**config.mk**
```make
export PLATFORM = sky130hd
export DESIGN_NAME = rfscb_bank
export DESIGN_NICKNAME = d
export VERILOG_FILES = /design/src/rfscb_pkg.sv /design/src/rfscb_shift_if.sv /design/src/rfscb_shifter.sv /design/src/rfscb_bank.sv
export SDC_FILE = /design/constraint.sdc
export NUM_CORES = 1
export LEC_CHECK = 0
export ABC_CLOCK_PERIOD_IN_PS = 3560
export BUFFER_PORTS_ARGS = -buffer_cell sky130_fd_sc_hd__buf_4
export CORE_MARGIN = 10
export CORE_UTILIZATION = 63
export DETAILED_ROUTE_END_ITERATION = 7
export PLACE_DENSITY = 0.84
export SYNTH_ARGS = -nofsm -noshare
export SYNTH_HDL_FRONTEND = slang
export SYNTH_SLANG_ARGS = --single-unit
export TNS_END_PERCENT = 1
```
**constraint.sdc**
```tcl
create_clock -name i_clk -period 3.56 [get_ports i_clk]
set_input_delay 0.712 -clock i_clk [delete_from_list [all_inputs] [get_ports i_clk]]
set_output_delay 0.712 -clock i_clk [all_outputs]
set_load 0.02 [all_outputs]
```
**src/rfscb_pkg.sv**
```systemverilog
// shared constants of the rf receiver serial configuration bank
// Operation
// - reference-select low loads 16.368 MHz defaults, high loads 19.2 MHz defaults
// - rf enable pin low turns rf and pll off, high follows chip enable
// - chip enable low disables everything; high enables the device
// - chip enable rising edge reloads serial registers with pin-dependent defaults
// - four serial pins: clock, data in, chip select in; data out driven
// - every transfer is an address byte followed by one data byte
// - data out is released whenever active-low chip select is high
// - 12-bit feedback divider, high nibble then low byte, resets 96 or 1555
// - 6-bit reference divider in low bits, resets 1 or 19
// - three divider registers reach the 24-bit bus only on reference divider write
// - clock config bit 0 picks crystal or lo_div_96; default equals reference-select
// - clock config bit 1 enables slow slew, resets to 1
// - clock config bit 2 enables crystal clock out, resets 0 or 1
// - clock config bit 3 enables sample clock buffer, resets to 1
// - clock config upper nibble reserved, resets to 0100
// - master rf enable 0 leaves only oscillator and clock buffers running; here if buffer enable skips the master bit: if test bit 0 and chip enable
// - rf force on bit overrides rf enable pin; resets 0
// - two-bit charge pump code selects 50..200 uA, resets to 11
package rfscb_pkg;
	localparam int REG_COUNT = 8;
	localparam int SLOT_W = 3;
	localparam int BLOCK_W = 6;
	localparam int ADDR_RW_BIT = 7;
	localparam logic [4:0] BYTE_BITS = 5'h08;
	localparam logic [4:0] FRAME_BITS = 5'h10;

	// register offsets by slot, slot 0 in the low entry
	localparam logic [REG_COUNT-1:0][6:0] SLOT_OFFSET =
		{7'h60, 7'h52, 7'h51, 7'h50, 7'h43, 7'h42, 7'h41, 7'h40};
	localparam logic [SLOT_W-1:0] SLOT_FB_HIGH = 3'h0;
	localparam logic [SLOT_W-1:0] SLOT_FB_LOW = 3'h1;
	localparam logic [SLOT_W-1:0] SLOT_REF_DIV = 3'h2;
	localparam logic [SLOT_W-1:0] SLOT_CLK_CFG = 3'h3;
	localparam logic [SLOT_W-1:0] SLOT_IF_TEST = 3'h4;
	localparam logic [SLOT_W-1:0] SLOT_SUB_EN = 3'h5;
	localparam logic [SLOT_W-1:0] SLOT_TRIM = 3'h6;
	localparam logic [SLOT_W-1:0] SLOT_RF_OVR = 3'h7;

	// defaults: feedback 96 / 1555, reference 1 / 19, clock config 4a / 4f
	localparam logic [REG_COUNT-1:0][7:0] DEFAULT_MODE0 =
		{8'h33, 8'h1b, 8'hff, 8'h00, 8'h4a, 8'h01, 8'h60, 8'h00};
	localparam logic [REG_COUNT-1:0][7:0] DEFAULT_MODE1 =
		{8'h33, 8'h1b, 8'hff, 8'h00, 8'h4f, 8'h13, 8'h13, 8'h06};
	// writable bits; reserved and unused bits keep their default
	localparam logic [REG_COUNT-1:0][7:0] WRITE_MASK =
		{8'h80, 8'h1f, 8'hbf, 8'h01, 8'h0f, 8'h3f, 8'hff, 8'h0f};

	// field positions
	localparam int CLK_SRC_BIT = 0;
	localparam int SLOW_SLEW_BIT = 1;
	localparam int XTAL_OUT_BIT = 2;
	localparam int SMP_OUT_BIT = 3;
	localparam int IF_BUF_BIT = 0;
	localparam int MASTER_EN_BIT = 7;
	localparam int FORCE_ON_BIT = 7;
	localparam int CPI_LSB = 0;
	localparam int LFC_LSB = 2;
endpackage

```
**src/rfscb_shift_if.sv**
```systemverilog
// carrier between the serial shifter and the register bank
`timescale 1ns/100ps
interface rfscb_shift_if;
	logic       port_enable;
	logic [7:0] addr;
	logic       wr_valid;
	logic [7:0] wr_data;
	logic [7:0] rd_data;

	modport shifter (input port_enable, input rd_data, output addr, output wr_valid,
		output wr_data);
	modport bank (output port_enable, output rd_data, input addr, input wr_valid,
		input wr_data);
endinterface

```
**src/rfscb_shifter.sv**
```systemverilog
// serial port shifter: pin synchronisers, address and data byte framing
`timescale 1ns/100ps
module rfscb_shifter (
	input  wire logic           i_clk,
	input  wire logic           i_sys_rst,
	input  wire logic           i_spi_clk,
	input  wire logic           i_spi_cs_n,
	input  wire logic           i_serial_data_in_pin,
	output wire logic           o_spi_do,
	output wire logic           o_spi_do_oe,
	rfscb_shift_if.shifter      port
);
	typedef struct packed {
		logic [2:0] clk_pipe;
		logic [1:0] cs_n_pipe;
		logic [1:0] di_pipe;
		logic [4:0] bit_cnt;
		logic [7:0] in_sh;
		logic [7:0] out_sh;
		logic       load_rd;
		logic       oe;
		logic [7:0] addr;
		logic       wr_valid;
		logic [7:0] wr_data;
	} rfscb_shift_state_t;

	rfscb_shift_state_t s_reg;
	rfscb_shift_state_t s_next;
	logic               rise;
	logic               fall;
	logic               selected;
	logic [7:0]         in_byte;

	// pins pass two flops; edges are taken between the second and third clock stage
	always_comb begin
		s_next = s_reg;
		s_next.clk_pipe = {s_reg.clk_pipe[1:0], i_spi_clk};
		s_next.cs_n_pipe = {s_reg.cs_n_pipe[0], i_spi_cs_n};
		s_next.di_pipe = {s_reg.di_pipe[0], i_serial_data_in_pin};
		rise = s_reg.clk_pipe[1] & ~s_reg.clk_pipe[2];
		fall = ~s_reg.clk_pipe[1] & s_reg.clk_pipe[2];
		selected = ~s_reg.cs_n_pipe[1] & port.port_enable;
		in_byte = {s_reg.in_sh[6:0], s_reg.di_pipe[1]};
		s_next.wr_valid = 1'b0;
		s_next.load_rd = 1'b0;
		s_next.oe = selected;
		if (!selected) begin
			s_next.bit_cnt = 5'h00;
		end else begin
			// msb first on rising edges, extra bits past the frame are ignored
			if (rise && s_reg.bit_cnt != rfscb_pkg::FRAME_BITS) begin
				s_next.in_sh = in_byte;
				s_next.bit_cnt = s_reg.bit_cnt + 5'h01;
				if (s_reg.bit_cnt == rfscb_pkg::BYTE_BITS - 5'h01) begin
					s_next.addr = in_byte;
					s_next.load_rd = in_byte[rfscb_pkg::ADDR_RW_BIT];
				end
				if (s_reg.bit_cnt == rfscb_pkg::FRAME_BITS - 5'h01
						&& !s_reg.addr[rfscb_pkg::ADDR_RW_BIT]) begin
					s_next.wr_data = in_byte;
					s_next.wr_valid = 1'b1;
				end
			end
			// first read bit waits out the eighth falling edge
			if (fall && s_reg.bit_cnt > rfscb_pkg::BYTE_BITS) begin
				s_next.out_sh = {s_reg.out_sh[6:0], 1'b0};
			end
		end
		// selected register goes onto data out
		if (s_reg.load_rd) begin
			s_next.out_sh = port.rd_data;
		end
	end

	// state register
	always_ff @(posedge i_clk) begin
		if (i_sys_rst) begin
			s_reg <= '0;
			// chip select idles high; a cleared synchroniser would fake a selection
			s_reg.cs_n_pipe <= '1;
		end else begin
			s_reg <= s_next;
		end
	end

	// data out is the only serial pin driven here
	assign o_spi_do = s_reg.out_sh[7];
	assign o_spi_do_oe = s_reg.oe;
	assign port.addr = s_reg.addr;
	assign port.wr_valid = s_reg.wr_valid;
	assign port.wr_data = s_reg.wr_data;
endmodule

```
**src/rfscb_bank.sv**
```systemverilog
// top of the configuration bank: registers, defaults, divider commit, enables
`timescale 1ns/100ps
module rfscb_bank (
	input  wire logic                           i_clk,
	input  wire logic                           i_sys_rst,
	input  wire logic                           i_chip_enable_pin,
	input  wire logic                           i_rf_chain_enable_pin,
	input  wire logic                           i_ref_select_pin,
	input  wire logic                           i_spi_clk,
	input  wire logic                           i_spi_cs_n,
	input  wire logic                           i_serial_data_in_pin,
	output wire logic                           o_spi_do,
	output wire logic                           o_spi_do_oe,
	output wire logic                           o_chip_enabled,
	output wire logic                           o_rf_chain_on,
	output wire logic [23:0]                    o_divider_bus,
	output wire logic                           o_sample_clock_source_sel,
	output wire logic                           o_slow_slew_enable,
	output wire logic                           o_crystal_clock_out_enable,
	output wire logic                           o_sample_clock_out_enable,
	output wire logic                           o_if_buffer_enable,
	output wire logic [rfscb_pkg::BLOCK_W-1:0]  o_block_enable,
	output wire logic [1:0]                     o_charge_pump_current_sel,
	output wire logic [2:0]                     o_loop_filter_ctrl
);
	typedef struct packed {
		logic [1:0]                                ce_pipe;
		logic                                      ce_prev;
		logic [1:0]                                mode_pipe;
		logic [1:0]                                rfen_pipe;
		logic [rfscb_pkg::REG_COUNT-1:0][7:0]      bank;
		logic [23:0]                               div_bus;
		logic                                      chip_on;
		logic                                      rf_on;
		logic [rfscb_pkg::BLOCK_W-1:0]             blocks;
		logic                                      clk_src;
		logic                                      slow_slew;
		logic                                      xtal_out;
		logic                                      smp_out;
		logic                                      if_buf;
		logic [1:0]                                charge_pump_current_sel;
		logic [2:0]                                lfc;
	} rfscb_bank_state_t;

	rfscb_bank_state_t                  s_reg;
	rfscb_bank_state_t                  s_next;
	logic [rfscb_pkg::REG_COUNT-1:0]    hit;
	logic                               ce_rise;
	logic [rfscb_pkg::REG_COUNT-1:0][7:0] dflt;
	logic [7:0]                         rd_byte;
	logic [7:0]                         sub_en;
	logic [7:0]                         clk_cfg;
	logic [7:0]                         trim;

	rfscb_shift_if port ();

	// serial framing lives in its own module so the bank sees whole bytes only
	rfscb_shifter u_shifter (
		.i_clk       (i_clk),
		.i_sys_rst   (i_sys_rst),
		.i_spi_clk   (i_spi_clk),
		.i_spi_cs_n  (i_spi_cs_n),
		.i_serial_data_in_pin    (i_serial_data_in_pin),
		.o_spi_do    (o_spi_do),
		.o_spi_do_oe (o_spi_do_oe),
		.port        (port.shifter)
	);

	// one address comparator per register entry
	genvar gi;
	generate
		for (gi = 0; gi < rfscb_pkg::REG_COUNT; gi++) begin : g_decode
			// low seven bits pick the register
			assign hit[gi] = (port.addr[6:0] == rfscb_pkg::SLOT_OFFSET[gi]);
		end
	endgenerate

	// readback: unmapped addresses answer zero
	always_comb begin
		rd_byte = 8'h00;
		for (int i = 0; i < rfscb_pkg::REG_COUNT; i++) begin
			if (hit[i]) begin
				rd_byte = s_reg.bank[i];
			end
		end
	end

	assign port.rd_data = rd_byte;
	assign port.port_enable = s_reg.chip_on;

	// current field sources, read from the committed register copy
	assign sub_en = s_reg.bank[rfscb_pkg::SLOT_SUB_EN];
	assign clk_cfg = s_reg.bank[rfscb_pkg::SLOT_CLK_CFG];
	assign trim = s_reg.bank[rfscb_pkg::SLOT_TRIM];

	// next state of the whole bank
	always_comb begin
		s_next = s_reg;
		// pins are asynchronous: two flops each before anything reads them
		s_next.ce_pipe = {s_reg.ce_pipe[0], i_chip_enable_pin};
		s_next.ce_prev = s_reg.ce_pipe[1];
		s_next.mode_pipe = {s_reg.mode_pipe[0], i_ref_select_pin};
		s_next.rfen_pipe = {s_reg.rfen_pipe[0], i_rf_chain_enable_pin};
		ce_rise = s_reg.ce_pipe[1] & ~s_reg.ce_prev;

		// default table follows the reference-select pin
		dflt = s_reg.mode_pipe[1] ? rfscb_pkg::DEFAULT_MODE1 : rfscb_pkg::DEFAULT_MODE0;

		// register writes through the per-register mask
		if (port.wr_valid) begin
			for (int i = 0; i < rfscb_pkg::REG_COUNT; i++) begin
				if (hit[i]) begin
					s_next.bank[i] = (s_reg.bank[i] & ~rfscb_pkg::WRITE_MASK[i])
						| (port.wr_data & rfscb_pkg::WRITE_MASK[i]);
				end
			end
			// staged dividers move to the bus together on reference write
			if (hit[rfscb_pkg::SLOT_REF_DIV]) begin
				s_next.div_bus = {s_next.bank[rfscb_pkg::SLOT_FB_HIGH],
					s_next.bank[rfscb_pkg::SLOT_FB_LOW],
					s_next.bank[rfscb_pkg::SLOT_REF_DIV]};
			end
		end

		// defaults on the chip enable edge; held there while disabled
		// reloading while low means the mode pin is caught by clocked logic, never by reset
		if (!s_reg.ce_pipe[1] || ce_rise) begin
			s_next.bank = dflt;
			s_next.div_bus = {dflt[rfscb_pkg::SLOT_FB_HIGH], dflt[rfscb_pkg::SLOT_FB_LOW],
				dflt[rfscb_pkg::SLOT_REF_DIV]};
		end

		s_next.chip_on = s_reg.ce_pipe[1];

		// rf chain gating: pin or override, master bit, chip enable
		s_next.rf_on = s_reg.ce_pipe[1] & sub_en[rfscb_pkg::MASTER_EN_BIT]
			& (s_reg.rfen_pipe[1]
			| s_reg.bank[rfscb_pkg::SLOT_RF_OVR][rfscb_pkg::FORCE_ON_BIT]);
		s_next.blocks = sub_en[rfscb_pkg::BLOCK_W-1:0] & {rfscb_pkg::BLOCK_W{s_next.rf_on}};

		s_next.clk_src = clk_cfg[rfscb_pkg::CLK_SRC_BIT];
		s_next.slow_slew = clk_cfg[rfscb_pkg::SLOW_SLEW_BIT];
		// clock buffers survive master disable, not chip disable
		s_next.xtal_out = clk_cfg[rfscb_pkg::XTAL_OUT_BIT] & s_reg.ce_pipe[1];
		s_next.smp_out = clk_cfg[rfscb_pkg::SMP_OUT_BIT] & s_reg.ce_pipe[1];
		s_next.if_buf = s_reg.bank[rfscb_pkg::SLOT_IF_TEST][rfscb_pkg::IF_BUF_BIT]
			& s_reg.ce_pipe[1];
		// charge pump code, 00 lowest current
		s_next.charge_pump_current_sel = trim[rfscb_pkg::CPI_LSB +: 2];
		s_next.lfc = trim[rfscb_pkg::LFC_LSB +: 3];
	end

	// state register; reset takes the low-reference table as a constant
	always_ff @(posedge i_clk) begin
		if (i_sys_rst) begin
			s_reg <= '0;
			s_reg.bank <= rfscb_pkg::DEFAULT_MODE0;
			s_reg.div_bus <= {rfscb_pkg::DEFAULT_MODE0[rfscb_pkg::SLOT_FB_HIGH],
				rfscb_pkg::DEFAULT_MODE0[rfscb_pkg::SLOT_FB_LOW],
				rfscb_pkg::DEFAULT_MODE0[rfscb_pkg::SLOT_REF_DIV]};
		end else begin
			s_reg <= s_next;
		end
	end

	// all outputs straight from flops
	assign o_chip_enabled = s_reg.chip_on;
	assign o_rf_chain_on = s_reg.rf_on;
	assign o_divider_bus = s_reg.div_bus;
	assign o_sample_clock_source_sel = s_reg.clk_src;
	assign o_slow_slew_enable = s_reg.slow_slew;
	assign o_crystal_clock_out_enable = s_reg.xtal_out;
	assign o_sample_clock_out_enable = s_reg.smp_out;
	assign o_if_buffer_enable = s_reg.if_buf;
	assign o_block_enable = s_reg.blocks;
	assign o_charge_pump_current_sel = s_reg.charge_pump_current_sel;
	assign o_loop_filter_ctrl = s_reg.lfc;
endmodule

```
==> key figures, run 1 <==
Synthesis
  – YS warnings: 0
  – Synth Area in Compound Gates: 0.113
  – Synth area leader: dfxtp_1
  – EDFF count, synth: 0
  – Mean Syn Cell Area: 9.26 um2
  – Mapped Nets: 630
  – Mux cell area share after synthesis: 0.0936
  – Synth Area in Adders: 0.00655
  – Post-synth cell types: between 50 and 60
  – Cells after synthesis: 619
  – Yosys reg bits: 139
  – Seq/Total Area, Yosys: 0.485
  – Post-synth ARST share: 0
  – Synth Area in XOR/XNOR: 0.00458
  – Area share of the largest cell type after synthesis: 0.485
  – Synth area leaders: dfxtp_1 49%, mux2i_1 8.4%, buf_4 5.0%, nand2_1 4.7%, nor2_1 3.6%
  – Dominant combinational cell family by area after synthesis: simple AND/OR/NAND/NOR gates
  – Post-Syn Area: 0.00573 mm2
  – Synth Area in Simple Gates: 0.216
  – Commonest register cell after synthesis: dfxtp_1

Run status
  – Status: completed

Clocking
  – Post-CTS sizing: 0
  – Post-CTS Setup Bufs: 0
  – Clock Root Buffer: clkbuf_8
  – Maximum clock path buffer count: 2
  – CTS tree: built
  – H-tree depth: 4
  – Clock sinks: 139
  – Clock transition at path regs: around 0.060 ns
  – Clk_lat worst skew: between 0.5 and 0.6 ns
  – Cts hold-fix bufs: 0
  – TritonCTS Buffers: 17

Hold path
  – Hold path cells: 2
  – Hold_sp: i_spi_cs_n
  – Hold crit path type: in -> reg

STA
  – Final hold viol count: 0
  – RSZ-0062 raised after global routing: false
  – Clock Skew: 0.00703 ns
  – Setup TNS: 0 ns
  – Fmax achieved: 400 MHz
  – Slew Viols, Final: 0
  – Setup violations, final: 0
  – Min cycle time layout: ~2.5 ns
  – Period utilisation layout: 0.702
  – Worst-margin pin slew: 1.09 ns
  – Slew margin rel.: 0.267

Power
  – Register share of total power: 0.444
  – Leakage: between 0.002 and 0.003 uW
  – Switching power: just under 700 uW
  – PD cells: 546 mW/mm2
  – VDD IR max: about 0.00037 V
  – Total power: 3560 uW
  – P_int: about 2900 uW
  – Clk network pwr share: 0.538
  – Sw Share: 0.195
  – Comb pwr share: 0.018

Detailed routing
  – ANT nets after route: 0
  – Vias per inst: 6.13
  – Final WL: 14500 um
  – DR pass1 iterations: 5
  – DRC violations left: 0
  – WL/cell: 19.5 um
  – Routed vias: 4562
  – Detailed Route Iter0 Violations: roughly 380

Global routing
  – Largest net degree at the start of global routing: 62
  – First-pass GRT wire length: 23100 um
  – Initial antenna violation count: 0
  – Aggregate global-route resource usage: 0.220
  – Vias in the first global route: 4446
  – Total grt overflow: 0

Critical path
  – CP Launch Type: flop
  – Worst path cell trace: inv_1 > ha_1 > and4bb_2 > nor3_4 > nand4_1 > mux2i_1 > nor2_1
  – Crit-path max FO: 9
  – Crit path DAT: 2.87 ns
  – Worst setup path start: u_shifter.s_reg[35]
  – CP endpoint kind: flop
  – R2R Path Start: u_shifter.s_reg[35]
  – Crit path buf inv count: 1
  – CP required: 3.93 ns
  – Worst path slowest cell: nand4_1
  – Crit path depth: 7
  – Largest stage delay, worst path: roughly 0.60 ns
  – R2R cell count: 7
  – Crit path kind: reg -> reg
  – CP delay by family, top: simple AND/OR/NAND/NOR gates

Floorplan
  – Row count: 34
  – Die span in y: 115 um
  – Area of the core: between 0.008 and 0.009 mm2
  – Die span in x: roughly 120 um
  – Starting Density: 0.651
  – Die ar.: 0.0133 mm2
  – Num ports: 52

Layout
  – Post-route cell area: between 0.006 and 0.007 mm2
  – Largest register FFs: 29
  – Final nets: 634
  – Ant. Diodes: 0
  – Most frequent cells in the layout: 139 x dfxtp_1, 72 x nand2_1, 56 x buf_4
  – Most common library cell in the layout ignoring fill and taps: dfxtp_1
  – Ratio of cells with drive above 1 in the final layout: 0.157
  – Area growth syn-to-layout: 13.7%

Placed design
  – DP Area: 0.00587 mm2
  – Final HPWL DP: between 9000 and 10000 um
  – Port bufs: between 50 and 60
  – Routability cong.: 0.916

Run
  – Maxcap violations: 0
-- worst register-to-register path: stages (launching register included) --
cell      delay (ns)
dfxtp_1         0.39
inv_1           0.06
ha_1            0.23
and4bb_2        0.27
nor3_4          0.40
nand4_1         0.60
mux2i_1         0.34
nor2_1          0.06
-- per-stage QoR --
step	cells	util	worst slack, ns	hold WS, ns
global placement	712	0.667	1.05	0.393
global route	744	0.740	0.914	0.366
detailed placement	712	0.667	0.974	0.399
floorplan	619	-	1.65	0.389
CTS	744	0.740	1.08	0.366
finish	744	0.740	1.06	0.375
-- worst paths after layout --
| path | slack [ns] | to |
|---|---|---|
| setup / recovery | 1.06 | u_shifter.port.addr[0] |
| hold / removal | 0.37 | u_shifter.s_next[43] |
| setup reg to reg | 1.06 | u_shifter.port.addr[0] |
| hold reg to reg | 0.41 | u_shifter.s_reg[43] |
-- cell families (layout without fill, tap and decap cells) --
kind of cell,after synthesis,in the layout
buffers and inverters,82,99
adder cells (fa/ha/maj),3,3
AO/OA/AOI/OAI,95,95
AND/OR/NAND/NOR,244,244
XOR/XNOR,3,3
multiplexers,53,53
flip-flops,139,139
-- metal layers --
metal / vias up / part of all wire / track usage
met5: - / 0 / 0
met4: 0 / 0.024 / 0.0912
met3: 39 / 0.080 / 0.0578
met2: 221 / 0.49 / 0.365
met1: 2189 / 0.41 / 0.264
li1: 2113 / - / -
-- synth_stat cells, types with 6 or more instances --
library cell  count
mux2i_1          48
and2_1           13
a211oi_1         10
clkbuf_1         22
nand2_1          72
and3_1            9
nand2b_1          6
inv_1            11
nor3_1           13
a21oi_1          36
buf_4            38
nor2_1           55
nor2b_1          25
buf_2             7
dfxtp_1         139
nand3_1          30
-- cell type report --
cell class                 instances  area (um2)
clock buffer                      22         463
fill                             615        2290
timing repair buffer              56         420
tap                              108         135
inverter                          11        41.3
multi-input combinational        398        2490
clock inverter                    10         186
sequential                       139        2780
-- power by group through the flow --
stage	registers [uW]	logic, uW	clock network (uW)
finish	1580	64.1	1920
global route	1580	69.3	2000
CTS	1580	64.3	1920
detailed placement	1620	63.6	0
global placement	1620	61.7	0
floorplan	1620	46.1	0
Power figures use the tool's default switching activity.
==> run 2, diff against run 1 <==
--- a/config.mk
+++ b/config.mk
@@ -5,12 +5,13 @@
 export SDC_FILE = /design/constraint.sdc
 export NUM_CORES = 1
 export LEC_CHECK = 0
-export ABC_CLOCK_PERIOD_IN_PS = 3560
+export ABC_AREA = 1
+export ABC_CLOCK_PERIOD_IN_PS = 2400
 export BUFFER_PORTS_ARGS = -buffer_cell sky130_fd_sc_hd__buf_4
 export CORE_MARGIN = 10
-export CORE_UTILIZATION = 63
+export CORE_UTILIZATION = 59
 export DETAILED_ROUTE_END_ITERATION = 7
-export PLACE_DENSITY = 0.84
+export PLACE_DENSITY = 0.79
 export SYNTH_ARGS = -nofsm -noshare
 export SYNTH_HDL_FRONTEND = slang
 export SYNTH_SLANG_ARGS = --single-unit
==> constraint.sdc (replaced) <==
create_clock -name i_clk -period 2.4 [get_ports i_clk]
set_input_delay 0.48 -clock i_clk [delete_from_list [all_inputs] [get_ports i_clk]]
set_output_delay 0.48 -clock i_clk [all_outputs]
set_load 0.02 [all_outputs]
==> key figures, run 2 <==
Detailed routing
  – Final WL: 14400 um (-0.81%)
  – Routed vias: 4856 (+6.4%)
  – ANT nets after route: 0 (unchanged)
  – Vias per inst: 5.41 (-12%)
  – DRC violations left: 0 (unchanged)
  – DR pass1 iterations: 7 (+2)
  – WL/cell: 16.0 um (-18%)
  – Detailed Route Iter0 Violations: 338 (-12%)

Synthesis
  – Post-Syn Area: 0.00578 mm2 (+0.89%)
  – Commonest register cell after synthesis: dfxtp_1
  – Count leader, synth: dfxtp_1
  – Post-synth ARST share: 0 (unchanged)
  – Yosys reg bits: 139 (unchanged)
  – Synth area leaders: dfxtp_1 48%, nand2_1 6.0%, nor2_1 5.5%, inv_1 5.3%, a21oi_1 5.1%
  – Synth area leader: dfxtp_1
  – Post-synth cell types: 39 (-32%)
  – YS warnings: 0 (unchanged)
  – Seq/Total Area, Yosys: 0.481 (-0.00430)
  – Mean Syn Cell Area: 7.89 um2 (-15%)
  – Mapped Nets: 744 (+18%)
  – Most frequent cells after synthesis: 139 x dfxtp_1, 93 x nand2_1, 84 x nor2_1
  – Cells after synthesis: 733 (+18%)
  – Area share of the largest cell type after synthesis: 0.481 (-0.00430)
  – EDFF count, synth: 0 (unchanged)

STA
  – Fmax achieved: 518 MHz (+29%)
  – Worst-margin pin slew: 0.651 ns (-0.441 ns)
  – Setup TNS: 0 ns (unchanged)
  – Slew margin rel.: 0.563 (+0.296)
  – Clock Skew: 0.00724 ns (+0.000208 ns)
  – Min cycle time layout: 1.93 ns (-0.569 ns)
  – Period utilisation layout: 0.805 (+0.102)
  – RSZ-0062 raised after global routing: false
  – Setup violations, final: 0 (unchanged)
  – Slew Viols, Final: 0 (unchanged)
  – Final hold viol count: 0 (unchanged)

Layout
  – Most frequent cells in the layout: 139 x dfxtp_1, 93 x nand2_1, 84 x nor2_1
  – Most common library cell in the layout ignoring fill and taps: dfxtp_1
  – Post-route cell area: 0.00663 mm2 (+1.6%)
  – Fillers: 816 (+33%)
  – Largest register FFs: 29 (unchanged)
  – Ant. Diodes: 0 (unchanged)
  – Ratio of cells with drive above 1 in the final layout: 0.179 (+0.0219)
  – Area growth syn-to-layout: 14.6%
  – Final nets: 763 (+20%)

Power
  – Register share of total power: 0.458 (+0.014)
  – Leakage: 0.00285 uW (+4.9%)
  – Comb pwr share: 0.029 (+0.011)
  – P_int: 4060 uW (+42%)
  – Clk network pwr share: 0.514 (-0.024)
  – VDD IR max: 0.000488 V (+32%)
  – Sw Share: 0.211 (+0.0155)
  – PD cells: 776 mW/mm2 (+42%)
  – Switching power: 1080 uW (+56%)

Run
  – Maxcap violations: 0 (unchanged)

Critical path
  – Crit-path max FO: 20 (+11)
  – Crit path kind: reg -> reg
  – CP required: 2.84 ns (-1.09 ns)
  – CP Launch Type: flop
  – Crit path DAT: 2.37 ns (-0.50 ns)
  – CP endpoint kind: flop

Floorplan
  – Area of the core: 0.00964 mm2 (+9.5%)
  – Num ports: 52 (unchanged)
  – Die span in x: 119 um (+3.1%)
  – Row count: 36 (+5.9%)
  – Die span in y: 119 um (+3.1%)
  – Die ar.: 0.0142 mm2 (+6.4%)
  – Starting Density: 0.600 (-0.0510)

Placed design
  – DP Area: 0.00602 mm2 (+2.6%)
  – Routability cong.: 0.979 (+6.9%)
  – Final HPWL DP: 10300 um (+8.3%)
  – Port bufs: 51 (unchanged)

Clocking
  – TritonCTS Buffers: 17 (unchanged)
  – Post-CTS Setup Bufs: 0 (unchanged)
  – Clk_lat worst skew: 0.52 ns (about the same)
  – CTS tree: built
  – Cts hold-fix bufs: 0 (unchanged)
  – Clock sinks: 139 (unchanged)
  – Clock Root Buffer: clkbuf_8
  – Maximum clock path buffer count: 2 (unchanged)
  – Clock transition at path regs: 0.06 ns (about the same)
  – H-tree depth: 4 (unchanged)
  – Post-CTS sizing: 0 (unchanged)

Global routing
  – Aggregate global-route resource usage: 0.205 (-0.0148)
  – Largest net degree at the start of global routing: 46 (-26%)
  – Total grt overflow: 0 (unchanged)
  – First-pass GRT wire length: 23600 um (+2.0%)
  – Vias in the first global route: 4703 (+5.8%)
  – Initial antenna violation count: 0 (unchanged)

Run status
  – Status: completed

Hold path
  – Hold crit path type: in -> reg
[run 2: cell families after synthesis]
family | after synthesis | synth area share
simple gates | 249 | 0.196
compound gates | 186 | 0.186
buf+inv | 156 | 0.130
flops | 139 | 0.481
fa+ha+maj | 3 | 0.00649
[run 2: per-layer routing]
layer | track usage | part of all wire | up-vias | wire [um]
met5 | 0 | 0 | - | 0
met4 | 0.0786 | 0.020 | 0 | 282
met3 | 0.0600 | 0.067 | 27 | 960
met2 | 0.340 | 0.48 | 159 | 6940
met1 | 0.244 | 0.43 | 2270 | 6210
li1 | - | - | 2400 | -
[run 2: final cells by class]
| cell class | count | area [um2] | area share |
|---|---|---|---|
| clock inverters | 10 | 140 | 0.0211 |
| repair buffers | 61 | 470 | 0.0710 |
| clock buffers | 22 | 463 | 0.0699 |
| multi-input cells | 438 | 2250 | 0.339 |
| flip-flops and latches | 139 | 2780 | 0.420 |
| well taps | 133 | 166 | 0.0251 |
| inverters | 95 | 357 | 0.0538 |
[run 2: path summary, 6_finish.rpt]
path	start	slack (ns)	end	depth (start not counted)
worst min-delay path	i_spi_cs_n	0.14	u_shifter.s_next[43]	2
worst max-delay path	s_next[17]	0.47	o_divider_bus[16]	7
worst min register to register	u_shifter.s_next[45]	0.41	u_shifter.s_next[46]	2
worst max register to register	s_next[17]	0.47	o_divider_bus[16]	7
[run 2: metrics by stage]
step	utilization	total power, uW	cells	hold WS (ns)	setup slack (ns)
floorplan	-	2500	733	0.388	0.794
global placement	0.625	2540	866	0.389	0.517
detailed placement	0.625	2550	866	0.399	0.436
CTS	0.687	5150	898	0.121	0.442
global route	0.687	5270	898	0.120	0.255
finish	0.687	5140	898	0.139	0.468
[run 2: worst max-delay path, stage by stage (launching register included)]
cell and delay (ns):
dfxtp_1 0.43, nand2_1 0.14, buf_4 0.25, nor2_4 0.24, nor2_2 0.10, nor2_2 0.49, nand2_1 0.09, o21ai_0 0.10
[run 2: power groups by stage]
stage                     combinational (uW)  clock (uW)  sequential [uW]
after floorplan                          100           0             2400
after global placement                   143           0             2400
after detailed placement                 146           0             2400
after CTS                                148        2650             2350
after global routing                     162        2750             2350
final                                    148        2640             2350
